[config.mk]
export PLATFORM = sky130hd
export DESIGN_NAME = ea_size_select
export DESIGN_NICKNAME = d
export VERILOG_FILES = /design/src/logic/ea_size_pkg.sv /design/src/logic/ea_size_select.sv
export VERILOG_INCLUDE_DIRS = /design/src /design/src/logic
export SDC_FILE = /design/constraint.sdc
export NUM_CORES = 1
export LEC_CHECK = 0
export ABC_AREA = 1
export BUFFER_PORTS_ARGS = -buffer_cell sky130_fd_sc_hd__buf_2
export CORE_MARGIN = 5
export CORE_UTILIZATION = 40
export CTS_BUF_LIST = sky130_fd_sc_hd__clkbuf_8 sky130_fd_sc_hd__clkbuf_16
export CTS_CLUSTER_SIZE = 28
export DETAILED_ROUTE_END_ITERATION = 8
export GPL_ROUTABILITY_DRIVEN = 0
export MAX_ROUTING_LAYER = met4
export SYNTH_ARGS = -nofsm -noshare
export SYNTH_HDL_FRONTEND = slang
export SYNTH_SLANG_ARGS = --single-unit
[constraint.sdc]
create_clock -name clock_i -period 5.4 [get_ports clock_i]
set_clock_uncertainty 0.05 [all_clocks]
set_input_delay 0.81 -clock clock_i [delete_from_list [all_inputs] [get_ports clock_i]]
set_output_delay 0.81 -clock clock_i [all_outputs]
set_load 0.01 [all_outputs]
[src/logic/ea_size_defs.svh]
// constants of the operand/address size select and effective address block
`ifndef EA_SIZE_DEFS_SVH
`define EA_SIZE_DEFS_SVH
// register byte offsets
`define ADDR_CTRL       8'h00
`define ADDR_BASE       8'h04
`define ADDR_INDEX      8'h08
`define ADDR_DISP       8'h0C
`define ADDR_CMD        8'h10
`define ADDR_STATUS     8'h14
`define ADDR_EA         8'h18
`define ADDR_STRCNT     8'h1C
`define ADDR_FMT_LO     8'h20
`define ADDR_FMT_MID    8'h24
`define ADDR_FMT_HI     8'h28
`define ADDR_FMT_SEL    8'h2C
`define ADDR_FMT_SIGN   8'h30
`define ADDR_FMT_EXP    8'h34
`define ADDR_FMT_SIG_LO 8'h38
`define ADDR_FMT_SIG_HI 8'h3C
`define ADDR_FMT_AUX    8'h40
// field positions
`define CMD_START_BIT   0
`define ST_BUSY_BIT     0
`define ST_DONE_BIT     1
`define ST_GP_BIT       2
`define ST_REGF_BIT     3
`define ST_OP32_BIT     4
`define ST_ADDR32_BIT   5
`define SGN_SIGN_BIT    0
`define SGN_INTBIT_BIT  1
`define SGN_CPU_OK_BIT  2
`define SGN_FPU_OK_BIT  3
`define SGL_SIGN        31
`define SGL_EXP_MSB     30
`define SGL_EXP_LSB     23
`define SGL_SIG_MSB     22
`define DBL_SIGN        63
`define DBL_EXP_MSB     62
`define DBL_EXP_LSB     52
`define DBL_SIG_MSB     51
`define EXT_SIGN        79
`define EXT_EXP_MSB     78
`define EXT_EXP_LSB     64
`define EXT_SIG_MSB     63
`define BCD_LO_MSB      3
`define BCD_HI_LSB      4
`define BCD_HI_MSB      7
// reset values and limits
`define RST_WORD        32'h0000_0000
`define REAL_LIMIT      32'h0000_FFFF
// general register numbers
`define REGNUM_SP       3'h4
`define REGNUM_BASE_A   3'h3
`define REGNUM_FRAME    3'h5
`define REGNUM_SRC_IDX  3'h6
`define REGNUM_DEST_IDX 3'h7
// displacement size codes
`define DISP_NONE       2'h0
`define DISP_BYTE       2'h1
`define DISP_WIDE       2'h2
`endif

[src/logic/ea_size_pkg.sv]
// types of the operand/address size select and effective address block
package ea_size_pkg;
   typedef enum logic [1:0] {
      ST_IDLE  = 2'h0,
      ST_CALC  = 2'h1,
      ST_EXTRA = 2'h3
   } state_t;
   typedef struct packed {
      logic [12:0] rsvd2;
      logic [2:0]  index_sel;
      logic        rsvd1;
      logic [2:0]  base_sel;
      logic [1:0]  rsvd0;
      logic [1:0]  disp_size;
      logic        index_en;
      logic        base_en;
      logic [1:0]  scale;
      logic        addr_prefix;
      logic        op_prefix;
      logic        real_mode;
      logic        code_size;
   } ctrl_t;
   typedef enum logic [3:0] {
      FMT_SINGLE = 4'h0, FMT_DOUBLE = 4'h1, FMT_EXT  = 4'h2, FMT_BCD80 = 4'h3,
      FMT_INT8   = 4'h4, FMT_INT16  = 4'h5, FMT_INT32 = 4'h6, FMT_INT64 = 4'h7,
      FMT_UBYTE  = 4'h8, FMT_UWORD  = 4'h9, FMT_UDWORD = 4'hA, FMT_UNPK_BCD = 4'hB,
      FMT_PK_BCD = 4'hC, FMT_LONG_PTR = 4'hD, FMT_SHORT_PTR = 4'hE, FMT_NONE = 4'hF
   } fmt_sel_t;
   // string length held as count minus one: 1 byte up to 4 Gbytes or 4 Gbits
   typedef logic [31:0] str_cnt_t;
   typedef struct packed {
      logic [15:0] selector;
      logic [31:0] offset;
   } long_ptr_t;
   typedef struct packed {
      logic        sign;
      logic [14:0] exp;
      logic [63:0] sig;
      logic [7:0]  aux;
      logic        int_bit;
      logic        cpu_ok;
      logic        fpu_ok;
   } fmt_fields_t;
endpackage

[src/logic/ea_size_select.sv]
// operand/address size select, effective address unit and data format decoder
//
// The implementer's own choices: the address map and the APB interface to the registers.
`timescale 1ns/1ps
`default_nettype none
`include "ea_size_defs.svh"
module ea_size_select (
   // clock and reset
   input  wire logic        clock_i,
   input  wire logic        rst_i,
   // apb slave
   input  wire logic        psel_i,
   input  wire logic        penable_i,
   input  wire logic        pwrite_i,
   input  wire logic [7:0]  paddr_i,
   input  wire logic [31:0] pwdata_i,
   input  wire logic [3:0]  pstrb_i,
   output logic      [31:0] prdata_o,
   output logic             pready_o,
   output logic             pslverr_o,
   // status lines
   output logic             busy_o,
   output logic             gp_fault_o
);
   // apb state
   logic        pready_reg, pready_next;
   logic        pslverr_reg, pslverr_next;
   logic [31:0] prdata_reg, prdata_next;
   // software registers
   ea_size_pkg::ctrl_t    ctrl_reg, ctrl_next;
   logic [31:0]           base_reg, base_next;
   logic [31:0]           index_reg, index_next;
   logic [31:0]           disp_reg, disp_next;
   ea_size_pkg::str_cnt_t strcnt_reg, strcnt_next;
   logic [31:0]           fmt_lo_reg, fmt_lo_next;
   logic [31:0]           fmt_mid_reg, fmt_mid_next;
   logic [15:0]           fmt_hi_reg, fmt_hi_next;
   logic [3:0]            fmt_sel_reg, fmt_sel_next;
   // engine state
   ea_size_pkg::state_t state_reg, state_next;
   logic [31:0] ea_reg, ea_next;
   logic        done_reg, done_next;
   logic        gp_reg, gp_next;
   logic        regf_reg, regf_next;
   logic        op32_reg, op32_next;
   logic        addr32_reg, addr32_next;
   logic        busy_reg, busy_next;
   // decoded format fields
   ea_size_pkg::fmt_fields_t fmt_reg, fmt_next;

   // combinational helpers
   logic        access, commit, busy_now, start;
   logic        def32, op32, addr32, both_used, reg_fault, gp_hit;
   logic [31:0] base_v, index_v, disp_v, sum, ea_val;
   logic [79:0] fv;

   // byte-lane merge for apb writes
   function automatic logic [31:0] merge(input logic [31:0] old_v,
                                         input logic [31:0] new_v,
                                         input logic [3:0]  strb);
      logic [31:0] r;
      r = old_v;
      for (int i = 0; i < 4; i++) begin
         if (strb[i]) begin
            r[i*8 +: 8] = new_v[i*8 +: 8];
         end
      end
      return r;
   endfunction

   // size decode from descriptor flag, mode and prefixes
   always_comb begin
      def32  = ctrl_reg.code_size & ~ctrl_reg.real_mode;
      op32   = def32 ^ ctrl_reg.op_prefix;
      addr32 = def32 ^ ctrl_reg.addr_prefix;
      both_used = ctrl_reg.base_en & ctrl_reg.index_en;
   end

   // operand legality and effective address sum
   always_comb begin
      reg_fault = (ctrl_reg.disp_size == 2'h3);
      if (addr32) begin
         // stack pointer cannot index
         if (ctrl_reg.index_en && ctrl_reg.index_sel == `REGNUM_SP) begin
            reg_fault = 1'b1;
         end
      end else begin
         // only legacy pairs, and no scaling, in 16-bit mode
         if (ctrl_reg.base_en && ctrl_reg.base_sel != `REGNUM_BASE_A
             && ctrl_reg.base_sel != `REGNUM_FRAME) begin
            reg_fault = 1'b1;
         end
         if (ctrl_reg.index_en && ctrl_reg.index_sel != `REGNUM_SRC_IDX
             && ctrl_reg.index_sel != `REGNUM_DEST_IDX) begin
            reg_fault = 1'b1;
         end
         if (ctrl_reg.scale != 2'h0) begin
            reg_fault = 1'b1;
         end
      end
      // displacement: 8 bits, or 32/16 by address size, sign-extended
      case (ctrl_reg.disp_size)
         `DISP_BYTE: disp_v = {{24{disp_reg[7]}}, disp_reg[7:0]};
         `DISP_WIDE: disp_v = addr32 ? disp_reg : {{16{disp_reg[15]}}, disp_reg[15:0]};
         default:    disp_v = 32'h0000_0000;
      endcase
      base_v  = 32'h0000_0000;
      index_v = 32'h0000_0000;
      if (ctrl_reg.base_en) begin
         base_v = addr32 ? base_reg : {16'h0000, base_reg[15:0]};
      end
      if (ctrl_reg.index_en) begin
         index_v = addr32 ? (index_reg << ctrl_reg.scale)
                          : {16'h0000, index_reg[15:0]};
      end
      sum = base_v + index_v + disp_v;
      // real mode may compute 32 bits under a prefix but never reach past 64K
      gp_hit = ctrl_reg.real_mode & addr32 & (sum > `REAL_LIMIT) & ~reg_fault;
      ea_val = addr32 ? sum : {16'h0000, sum[15:0]};
   end

   // apb request decode: write lands at the edge that samples pready high
   always_comb begin
      access   = psel_i & penable_i;
      commit   = access & pready_reg & pwrite_i & ~pslverr_reg;
      busy_now = (state_reg != ea_size_pkg::ST_IDLE);
      start    = commit && paddr_i == `ADDR_CMD && pstrb_i[0]
                 && pwdata_i[`CMD_START_BIT] && !busy_now;
   end

   // apb answer: one wait state, error on unmapped or busy-time engine writes
   always_comb begin
      pready_next  = access & ~pready_reg;
      pslverr_next = 1'b0;
      prdata_next  = prdata_reg;
      if (access && !pready_reg) begin
         prdata_next = 32'h0000_0000;
         case (paddr_i)
            `ADDR_CTRL:       prdata_next = ctrl_reg & 32'h0007_73FF;
            `ADDR_BASE:       prdata_next = base_reg;
            `ADDR_INDEX:      prdata_next = index_reg;
            `ADDR_DISP:       prdata_next = disp_reg;
            `ADDR_CMD:        prdata_next = 32'h0000_0000;
            `ADDR_STATUS: begin
               prdata_next[`ST_BUSY_BIT]   = busy_now;
               prdata_next[`ST_DONE_BIT]   = done_reg;
               prdata_next[`ST_GP_BIT]     = gp_reg;
               prdata_next[`ST_REGF_BIT]   = regf_reg;
               prdata_next[`ST_OP32_BIT]   = op32_reg;
               prdata_next[`ST_ADDR32_BIT] = addr32_reg;
            end
            `ADDR_EA:         prdata_next = ea_reg;
            `ADDR_STRCNT:     prdata_next = strcnt_reg;
            `ADDR_FMT_LO:     prdata_next = fmt_lo_reg;
            `ADDR_FMT_MID:    prdata_next = fmt_mid_reg;
            `ADDR_FMT_HI:     prdata_next = {16'h0000, fmt_hi_reg};
            `ADDR_FMT_SEL:    prdata_next = {28'h000_0000, fmt_sel_reg};
            `ADDR_FMT_SIGN: begin
               prdata_next[`SGN_SIGN_BIT]   = fmt_reg.sign;
               prdata_next[`SGN_INTBIT_BIT] = fmt_reg.int_bit;
               prdata_next[`SGN_CPU_OK_BIT] = fmt_reg.cpu_ok;
               prdata_next[`SGN_FPU_OK_BIT] = fmt_reg.fpu_ok;
            end
            `ADDR_FMT_EXP:    prdata_next = {17'h0_0000, fmt_reg.exp};
            `ADDR_FMT_SIG_LO: prdata_next = fmt_reg.sig[31:0];
            `ADDR_FMT_SIG_HI: prdata_next = fmt_reg.sig[63:32];
            `ADDR_FMT_AUX:    prdata_next = {24'h00_0000, fmt_reg.aux};
            default:          pslverr_next = 1'b1;
         endcase
         // engine inputs are frozen while a calculation runs
         if (pwrite_i && busy_now && paddr_i <= `ADDR_CMD) begin
            pslverr_next = 1'b1;
         end
      end
   end

   // software register writes
   always_comb begin
      ctrl_next    = ctrl_reg;
      base_next    = base_reg;
      index_next   = index_reg;
      disp_next    = disp_reg;
      strcnt_next  = strcnt_reg;
      fmt_lo_next  = fmt_lo_reg;
      fmt_mid_next = fmt_mid_reg;
      fmt_hi_next  = fmt_hi_reg;
      fmt_sel_next = fmt_sel_reg;
      if (commit) begin
         case (paddr_i)
            `ADDR_CTRL:    ctrl_next    = merge(ctrl_reg, pwdata_i, pstrb_i) & 32'h0007_73FF;
            `ADDR_BASE:    base_next    = merge(base_reg, pwdata_i, pstrb_i);
            `ADDR_INDEX:   index_next   = merge(index_reg, pwdata_i, pstrb_i);
            `ADDR_DISP:    disp_next    = merge(disp_reg, pwdata_i, pstrb_i);
            `ADDR_STRCNT:  strcnt_next  = merge(strcnt_reg, pwdata_i, pstrb_i);
            `ADDR_FMT_LO:  fmt_lo_next  = merge(fmt_lo_reg, pwdata_i, pstrb_i);
            `ADDR_FMT_MID: fmt_mid_next = merge(fmt_mid_reg, pwdata_i, pstrb_i);
            `ADDR_FMT_HI:  fmt_hi_next  = pwdata_i[15:0];
            `ADDR_FMT_SEL: fmt_sel_next = pwdata_i[3:0];
            default: begin
            end
         endcase
      end
   end

   // calculation sequencer; results land when the sequence returns to idle
   always_comb begin
      state_next  = state_reg;
      ea_next     = ea_reg;
      done_next   = done_reg;
      gp_next     = gp_reg;
      regf_next   = regf_reg;
      op32_next   = op32_reg;
      addr32_next = addr32_reg;
      case (state_reg)
         ea_size_pkg::ST_IDLE: begin
            if (start) begin
               state_next = ea_size_pkg::ST_CALC;
               done_next  = 1'b0;
            end
         end
         ea_size_pkg::ST_CALC: begin
            if (both_used) begin
               state_next = ea_size_pkg::ST_EXTRA;
            end else begin
               state_next = ea_size_pkg::ST_IDLE;
            end
         end
         ea_size_pkg::ST_EXTRA: state_next = ea_size_pkg::ST_IDLE;
         default:               state_next = ea_size_pkg::ST_IDLE;
      endcase
      if ((state_reg == ea_size_pkg::ST_CALC && !both_used)
          || state_reg == ea_size_pkg::ST_EXTRA) begin
         done_next   = 1'b1;
         gp_next     = gp_hit;
         regf_next   = reg_fault;
         op32_next   = op32;
         addr32_next = addr32;
         // a faulting access reports no address
         ea_next = (gp_hit || reg_fault) ? 32'h0000_0000 : ea_val;
      end
      busy_next = (state_next != ea_size_pkg::ST_IDLE);
   end

   // data format field extraction from the 80-bit probe value
   always_comb begin
      fv = {fmt_hi_reg, fmt_mid_reg, fmt_lo_reg};
      fmt_next = '0;
      case (fmt_sel_reg)
         ea_size_pkg::FMT_SINGLE: begin
            fmt_next.sign = fv[`SGL_SIGN];
            fmt_next.exp  = {7'h00, fv[`SGL_EXP_MSB:`SGL_EXP_LSB]};
            fmt_next.sig  = {41'h0, fv[`SGL_SIG_MSB:0]};
            fmt_next.fpu_ok = 1'b1;
         end
         ea_size_pkg::FMT_DOUBLE: begin
            fmt_next.sign = fv[`DBL_SIGN];
            fmt_next.exp  = {4'h0, fv[`DBL_EXP_MSB:`DBL_EXP_LSB]};
            fmt_next.sig  = {12'h000, fv[`DBL_SIG_MSB:0]};
            fmt_next.fpu_ok = 1'b1;
         end
         ea_size_pkg::FMT_EXT: begin
            fmt_next.sign    = fv[`EXT_SIGN];
            fmt_next.exp     = fv[`EXT_EXP_MSB:`EXT_EXP_LSB];
            fmt_next.sig     = fv[`EXT_SIG_MSB:0];
            fmt_next.int_bit = fv[`EXT_SIG_MSB];
            fmt_next.fpu_ok  = 1'b1;
         end
         ea_size_pkg::FMT_BCD80: begin
            fmt_next.sign   = fv[`EXT_SIGN];
            fmt_next.sig    = fv[63:0];
            fmt_next.aux    = fv[7:0];
            fmt_next.fpu_ok = 1'b1;
         end
         ea_size_pkg::FMT_INT8: begin
            fmt_next.sign   = fv[7];
            fmt_next.sig    = {{56{fv[7]}}, fv[7:0]};
            fmt_next.cpu_ok = 1'b1;
         end
         ea_size_pkg::FMT_INT16: begin
            fmt_next.sign   = fv[15];
            fmt_next.sig    = {{48{fv[15]}}, fv[15:0]};
            fmt_next.cpu_ok = 1'b1;
            fmt_next.fpu_ok = 1'b1;
         end
         ea_size_pkg::FMT_INT32: begin
            fmt_next.sign   = fv[31];
            fmt_next.sig    = {{32{fv[31]}}, fv[31:0]};
            fmt_next.cpu_ok = 1'b1;
            fmt_next.fpu_ok = 1'b1;
         end
         ea_size_pkg::FMT_INT64: begin
            fmt_next.sign   = fv[63];
            fmt_next.sig    = fv[63:0];
            fmt_next.fpu_ok = 1'b1;
         end
         ea_size_pkg::FMT_UBYTE: begin
            fmt_next.sig    = {56'h0, fv[7:0]};
            fmt_next.cpu_ok = 1'b1;
         end
         ea_size_pkg::FMT_UWORD: begin
            fmt_next.sig    = {48'h0, fv[15:0]};
            fmt_next.cpu_ok = 1'b1;
         end
         ea_size_pkg::FMT_UDWORD: begin
            fmt_next.sig    = {32'h0, fv[31:0]};
            fmt_next.cpu_ok = 1'b1;
         end
         ea_size_pkg::FMT_UNPK_BCD: begin
            fmt_next.aux    = {4'h0, fv[`BCD_LO_MSB:0]};
            fmt_next.cpu_ok = 1'b1;
         end
         ea_size_pkg::FMT_PK_BCD: begin
            fmt_next.aux    = {fv[`BCD_HI_MSB:`BCD_HI_LSB], fv[`BCD_LO_MSB:0]};
            fmt_next.cpu_ok = 1'b1;
         end
         ea_size_pkg::FMT_LONG_PTR: begin
            fmt_next.exp    = fv[46:32];
            fmt_next.sig    = {16'h0000, fv[47:0]};
            fmt_next.cpu_ok = 1'b1;
         end
         ea_size_pkg::FMT_SHORT_PTR: begin
            fmt_next.sig    = {32'h0, fv[31:0]};
            fmt_next.cpu_ok = 1'b1;
         end
         default: fmt_next = '0;
      endcase
   end

   // all state registered; synchronous reset to defined values
   always_ff @(posedge clock_i) begin
      if (rst_i) begin
         pready_reg  <= 1'b0;
         pslverr_reg <= 1'b0;
         prdata_reg  <= `RST_WORD;
         ctrl_reg    <= `RST_WORD;
         base_reg    <= `RST_WORD;
         index_reg   <= `RST_WORD;
         disp_reg    <= `RST_WORD;
         strcnt_reg  <= `RST_WORD;
         fmt_lo_reg  <= `RST_WORD;
         fmt_mid_reg <= `RST_WORD;
         fmt_hi_reg  <= 16'h0000;
         fmt_sel_reg <= 4'h0;
         state_reg   <= ea_size_pkg::ST_IDLE;
         ea_reg      <= `RST_WORD;
         done_reg    <= 1'b0;
         gp_reg      <= 1'b0;
         regf_reg    <= 1'b0;
         op32_reg    <= 1'b0;
         addr32_reg  <= 1'b0;
         busy_reg    <= 1'b0;
         fmt_reg     <= '0;
      end else begin
         pready_reg  <= pready_next;
         pslverr_reg <= pslverr_next;
         prdata_reg  <= prdata_next;
         ctrl_reg    <= ctrl_next;
         base_reg    <= base_next;
         index_reg   <= index_next;
         disp_reg    <= disp_next;
         strcnt_reg  <= strcnt_next;
         fmt_lo_reg  <= fmt_lo_next;
         fmt_mid_reg <= fmt_mid_next;
         fmt_hi_reg  <= fmt_hi_next;
         fmt_sel_reg <= fmt_sel_next;
         state_reg   <= state_next;
         ea_reg      <= ea_next;
         done_reg    <= done_next;
         gp_reg      <= gp_next;
         regf_reg    <= regf_next;
         op32_reg    <= op32_next;
         addr32_reg  <= addr32_next;
         busy_reg    <= busy_next;
         fmt_reg     <= fmt_next;
      end
   end

   // outputs straight from flip-flops
   assign prdata_o   = prdata_reg;
   assign pready_o   = pready_reg;
   assign pslverr_o  = pslverr_reg;
   assign busy_o     = busy_reg;
   assign gp_fault_o = gp_reg;
endmodule
`default_nettype wire

==> load_flow_metrics.sql <==
INSERT INTO impl_metrics (metric_group, metric, value, unit) VALUES
('worst_hold_path', 'hold_path_depth', '2', ''),
('run_status', 'run_status', 'complete, no violations', ''),
('synth', 'synth_area_per_cell', '6.84', 'um2'),
('pwr', 'overall_power_consumption', '5970', 'uW'),
('pwr', 'comb_power_share', '2.7', '%'),
('placement', 'port-buffer-count', '84', ''),
('worst_setup_path', 'worstReg2RegStart', 'ctrl_reg[0]', ''),
('worst_setup_path', 'worst-endpoint-arrival', '5310', 'ps'),
('synth', 'synthesis.area', '0.0207', 'mm2'),
('global_routing', 'grt_first_pass_wirelength', '117', 'mm'),
('global_routing', 'grt_remaining_overflow', '0', ''),
('final_layout', 'flip_flop_count_of_the_largest_register_after_layout', '91', ''),
('timing', 'post-route-min-period', '4900', 'ps'),
('cts', 'cts_num_sinks', '393', ''),
('cts', 'hold_buffers', '0', ''),
('cts', 'clock_tree.buffer_depth', '3', ''),
('pwr', 'clock_power_share', '48.7', '%'),
('cts', 'clock_tree.htree_level_count', '2', ''),
('global_routing', 'groute.usage.overall', '26.7', '%'),
('worst_setup_path', 'crit_fanout', '33', ''),
('synth', 'post_synth_num_cell_types', '47', ''),
('timing', 'timing.final.hold_violations', '0', ''),
('timing', 'final.setup.tns', '0', 'ps'),
('timing', 'grt_setup_unrepaired', 'false', ''),
('final_layout', 'layout_commonest_cell', 'sky130_fd_sc_hd__nand2_1', ''),
('synth', 'syn_inst', '3031', ''),
('timing', 'tightestPinTransition', '1170', 'ps'),
('route', 'drt_first_iter_violations', '2321', ''),
('die', 'starting_density_of_the_core', '40.4', '%'),
('worst_setup_path', 'critical_path.slowest_cell', 'sky130_fd_sc_hd__fa_1', ''),
('pwr', 'sequentialPowerShare', '48.6', '%'),
('cts', 'cts.root.buffer_cell', 'sky130_fd_sc_hd__clkbuf_16', ''),
('final_layout', 'most-common-layout-cells', '631 x sky130_fd_sc_hd__nand2_1, 392 x sky130_fd_sc_hd__dfxtp_1, 385 x sky130_fd_sc_hd__inv_1', ''),
('cts', 'clkSlewWorstSetupHoldPaths', '60', 'ps'),
('worst_setup_path', 'cp_required', '5820', 'ps'),
('timing', 'layout_worst_path_cycle_share', '90.7', '%'),
('route', 'dr.pass1.iters', '7', ''),
('run', 'timing.max_cap.violations', '0', ''),
('route', 'avgViaCountPerCell', '5.62', ''),
('worst_setup_path', 'critical_path_buf_inv_count', '3', ''),
('route', 'routed_wl', '77.2', 'mm'),
('cts', 'cts.repair_timing.setup_buffer_count', '0', ''),
('worst_setup_path', 'crit_chain', 'nand2_2 > nand2_1 > nand2_1 > buf_4 > o21ai_0 > nand2_1 > nand2_1 > nand2_1 > fa_1 > inv_1 > ha_1 > nand2_1 > nor2_1 > nand2_1 > nor3_1 > nand2_1 > nand2_1 > xor2_1 > nand3_1 > o21bai_4 > buf_12 > nand3_1 > a21oi_1', ''),
('die', 'die_x', '238', 'um'),
('final_layout', 'antennaDiodeCount', '0', ''),
('die', 'io_pins', '85', ''),
('synth', 'syn-num-nets', '3145', ''),
('worst_setup_path', 'path_delay_family', 'simple AND/OR/NAND/NOR gates', ''),
('final_layout', 'fin_area', '0.0230', 'mm2'),
('final_layout', 'drive_gt1_share', '8.48', '%'),
('cts', 'tritoncts_buffer_count', '41', ''),
('cts', 'clock_tree_from_tritoncts', 'yes', ''),
('global_routing', 'grt_max_degree', '130', ''),
('synth', 'yosys_warnings', '0', ''),
('pwr', 'p_leak', '0.00953', 'uW'),
('die', 'row_count', '83', ''),
('worst_setup_path', 'path_common_cell', 'sky130_fd_sc_hd__nand2_1', ''),
('pwr', 'internal_power', '4610', 'uW'),
('worst_hold_path', 'worst_hold_path_type', 'reg2reg', ''),
('route', 'wl_per_cell', '20.6', 'um'),
('worst_setup_path', 'worst_setup_ep_type', 'register', ''),
('cts', 'clock_insertion_delay_at_the_later_pin_of_the_skew_report', '560', 'ps'),
('final_layout', 'layout_nets', '3152', ''),
('worst_setup_path', 'cp_depth', '23', ''),
('placement', 'dp_hpwl', '57.0', 'mm'),
('final_layout', 'finalNonFillerCells', '3747', ''),
('worst_setup_path', 'setup.worst_path.start_class', 'register', ''),
('route', 'final_antenna_net_count', '0', ''),
('timing', 'timing.fmax', '204', 'MHz'),
('die', 'die_h', '238', 'um'),
('synth', 'proportion_of_synthesized_chip_area_in_sequential_cells', '38.0', '%');
-- through the flow --
step                      utilization (%)  hold WS [ps]  setup WS, ps
after floorplan                         -           374          1250
after global placement               42.2           384           634
after detailed placement             42.2           390           590
after CTS                            44.9           400           570
after global routing                 44.9           434           197
final                                44.9           403           504
-- logic make-up (layout without fill, tap and decap cells) --
family                   Yosys count  after routing  synth area share, %
AO/OA/AOI/OAI                    819            819                 22.4
XOR/XNOR                          15             15                0.634
adder cells (fa/ha/maj)           65             65                 5.08
buffers and inverters            552            588                 10.2
flip-flops                       393            393                 38.0
AND/OR/NAND/NOR                 1187           1187                 23.7
-- worst register-to-register path: cells and delay by family (launching register included) --
kind | cells | cell delay (ps)
adders and majority gates | 2 | 950
DFF | 1 | 430
and+or+nand+nor | 14 | 1950
AOI/OAI and AO/OA | 3 | 540
buffers and inverters | 3 | 590
xor gates and xnor gates | 1 | 310
-- how the worst max path moves through the flow --
| stage | to | slack [ps] | startpoint |
|---|---|---|---|
| after floorplan | ea_reg[21] | 1250 | ctrl_reg[4] |
| after global placement | gp_fault_o | 630 | ctrl_reg[0] |
| after detailed placement | ea_reg[18] | 590 | ctrl_reg[0] |
| after CTS | ea_reg[18] | 570 | ctrl_reg[0] |
| after global routing | ea_reg[18] | 200 | ctrl_reg[0] |
| final | ea_reg[18] | 500 | ctrl_reg[0] |
-- synthesized netlist by cell type (all sizes together) --
master | instances | area (um2)
a211oi | 1 | 7.51
a21boi | 1 | 7.51
a21oi | 297 | 1530
a221oi | 72 | 631
a22o | 12 | 105
a22oi | 1 | 7.51
a31o | 1 | 8.76
a31oi | 4 | 25.0
a32o | 2 | 20.0
a32oi | 1 | 8.76
and2 | 4 | 25.0
and3 | 1 | 6.26
buf | 29 | 154
clkbuf | 123 | 462
clkinv | 8 | 30.0
dfxtp | 393 | 7870
fa | 32 | 641
ha | 33 | 413
inv | 392 | 1470
nand2 | 642 | 2440
nand3 | 125 | 706
nand4 | 37 | 231
nor2 | 351 | 1370
nor3 | 25 | 130
nor4 | 1 | 6.26
o2111ai | 3 | 26.3
o211ai | 14 | 105
o21ai | 355 | 1780
o21bai | 5 | 48.8
o221ai | 6 | 52.6
o22ai | 41 | 257
o31ai | 3 | 22.5
or2 | 1 | 6.26
xnor2 | 1 | 8.76
xor2 | 14 | 123
-- area by class of cell --
| type | count | area (um2) | share of cell area (%) |
|---|---|---|---|
| Clock buffer | 51 | 1160 | 5.05 |
| Clock inverter | 21 | 210 | 0.913 |
| Inverter | 400 | 1500 | 6.53 |
| Multi-Input combinational cell | 2086 | 10800 | 46.7 |
| Sequential cell | 393 | 7870 | 34.2 |
| Tap cell | 680 | 851 | 3.70 |
| Timing Repair Buffer | 116 | 676 | 2.93 |
-- power groups by stage --
stage | clock network, uW | logic (uW) | registers, uW
detailed placement | 0 | 158 | 2960
CTS | 2930 | 159 | 2900
floorplan | 0 | 75.2 | 2970
global placement | 0 | 158 | 2960
global route | 3050 | 173 | 2900
finish | 2910 | 164 | 2900
-- metal layers --
| metal | track usage [%] | routed length (um) |
|---|---|---|
| met3 | 3.10 | 6080 |
| met1 | 35.9 | 33400 |
| met2 | 41.5 | 34600 |
| met4 | 10.5 | 3150 |
| met5 | - | 0 |
No activity file was read; power rests on OpenSTA's default activity.
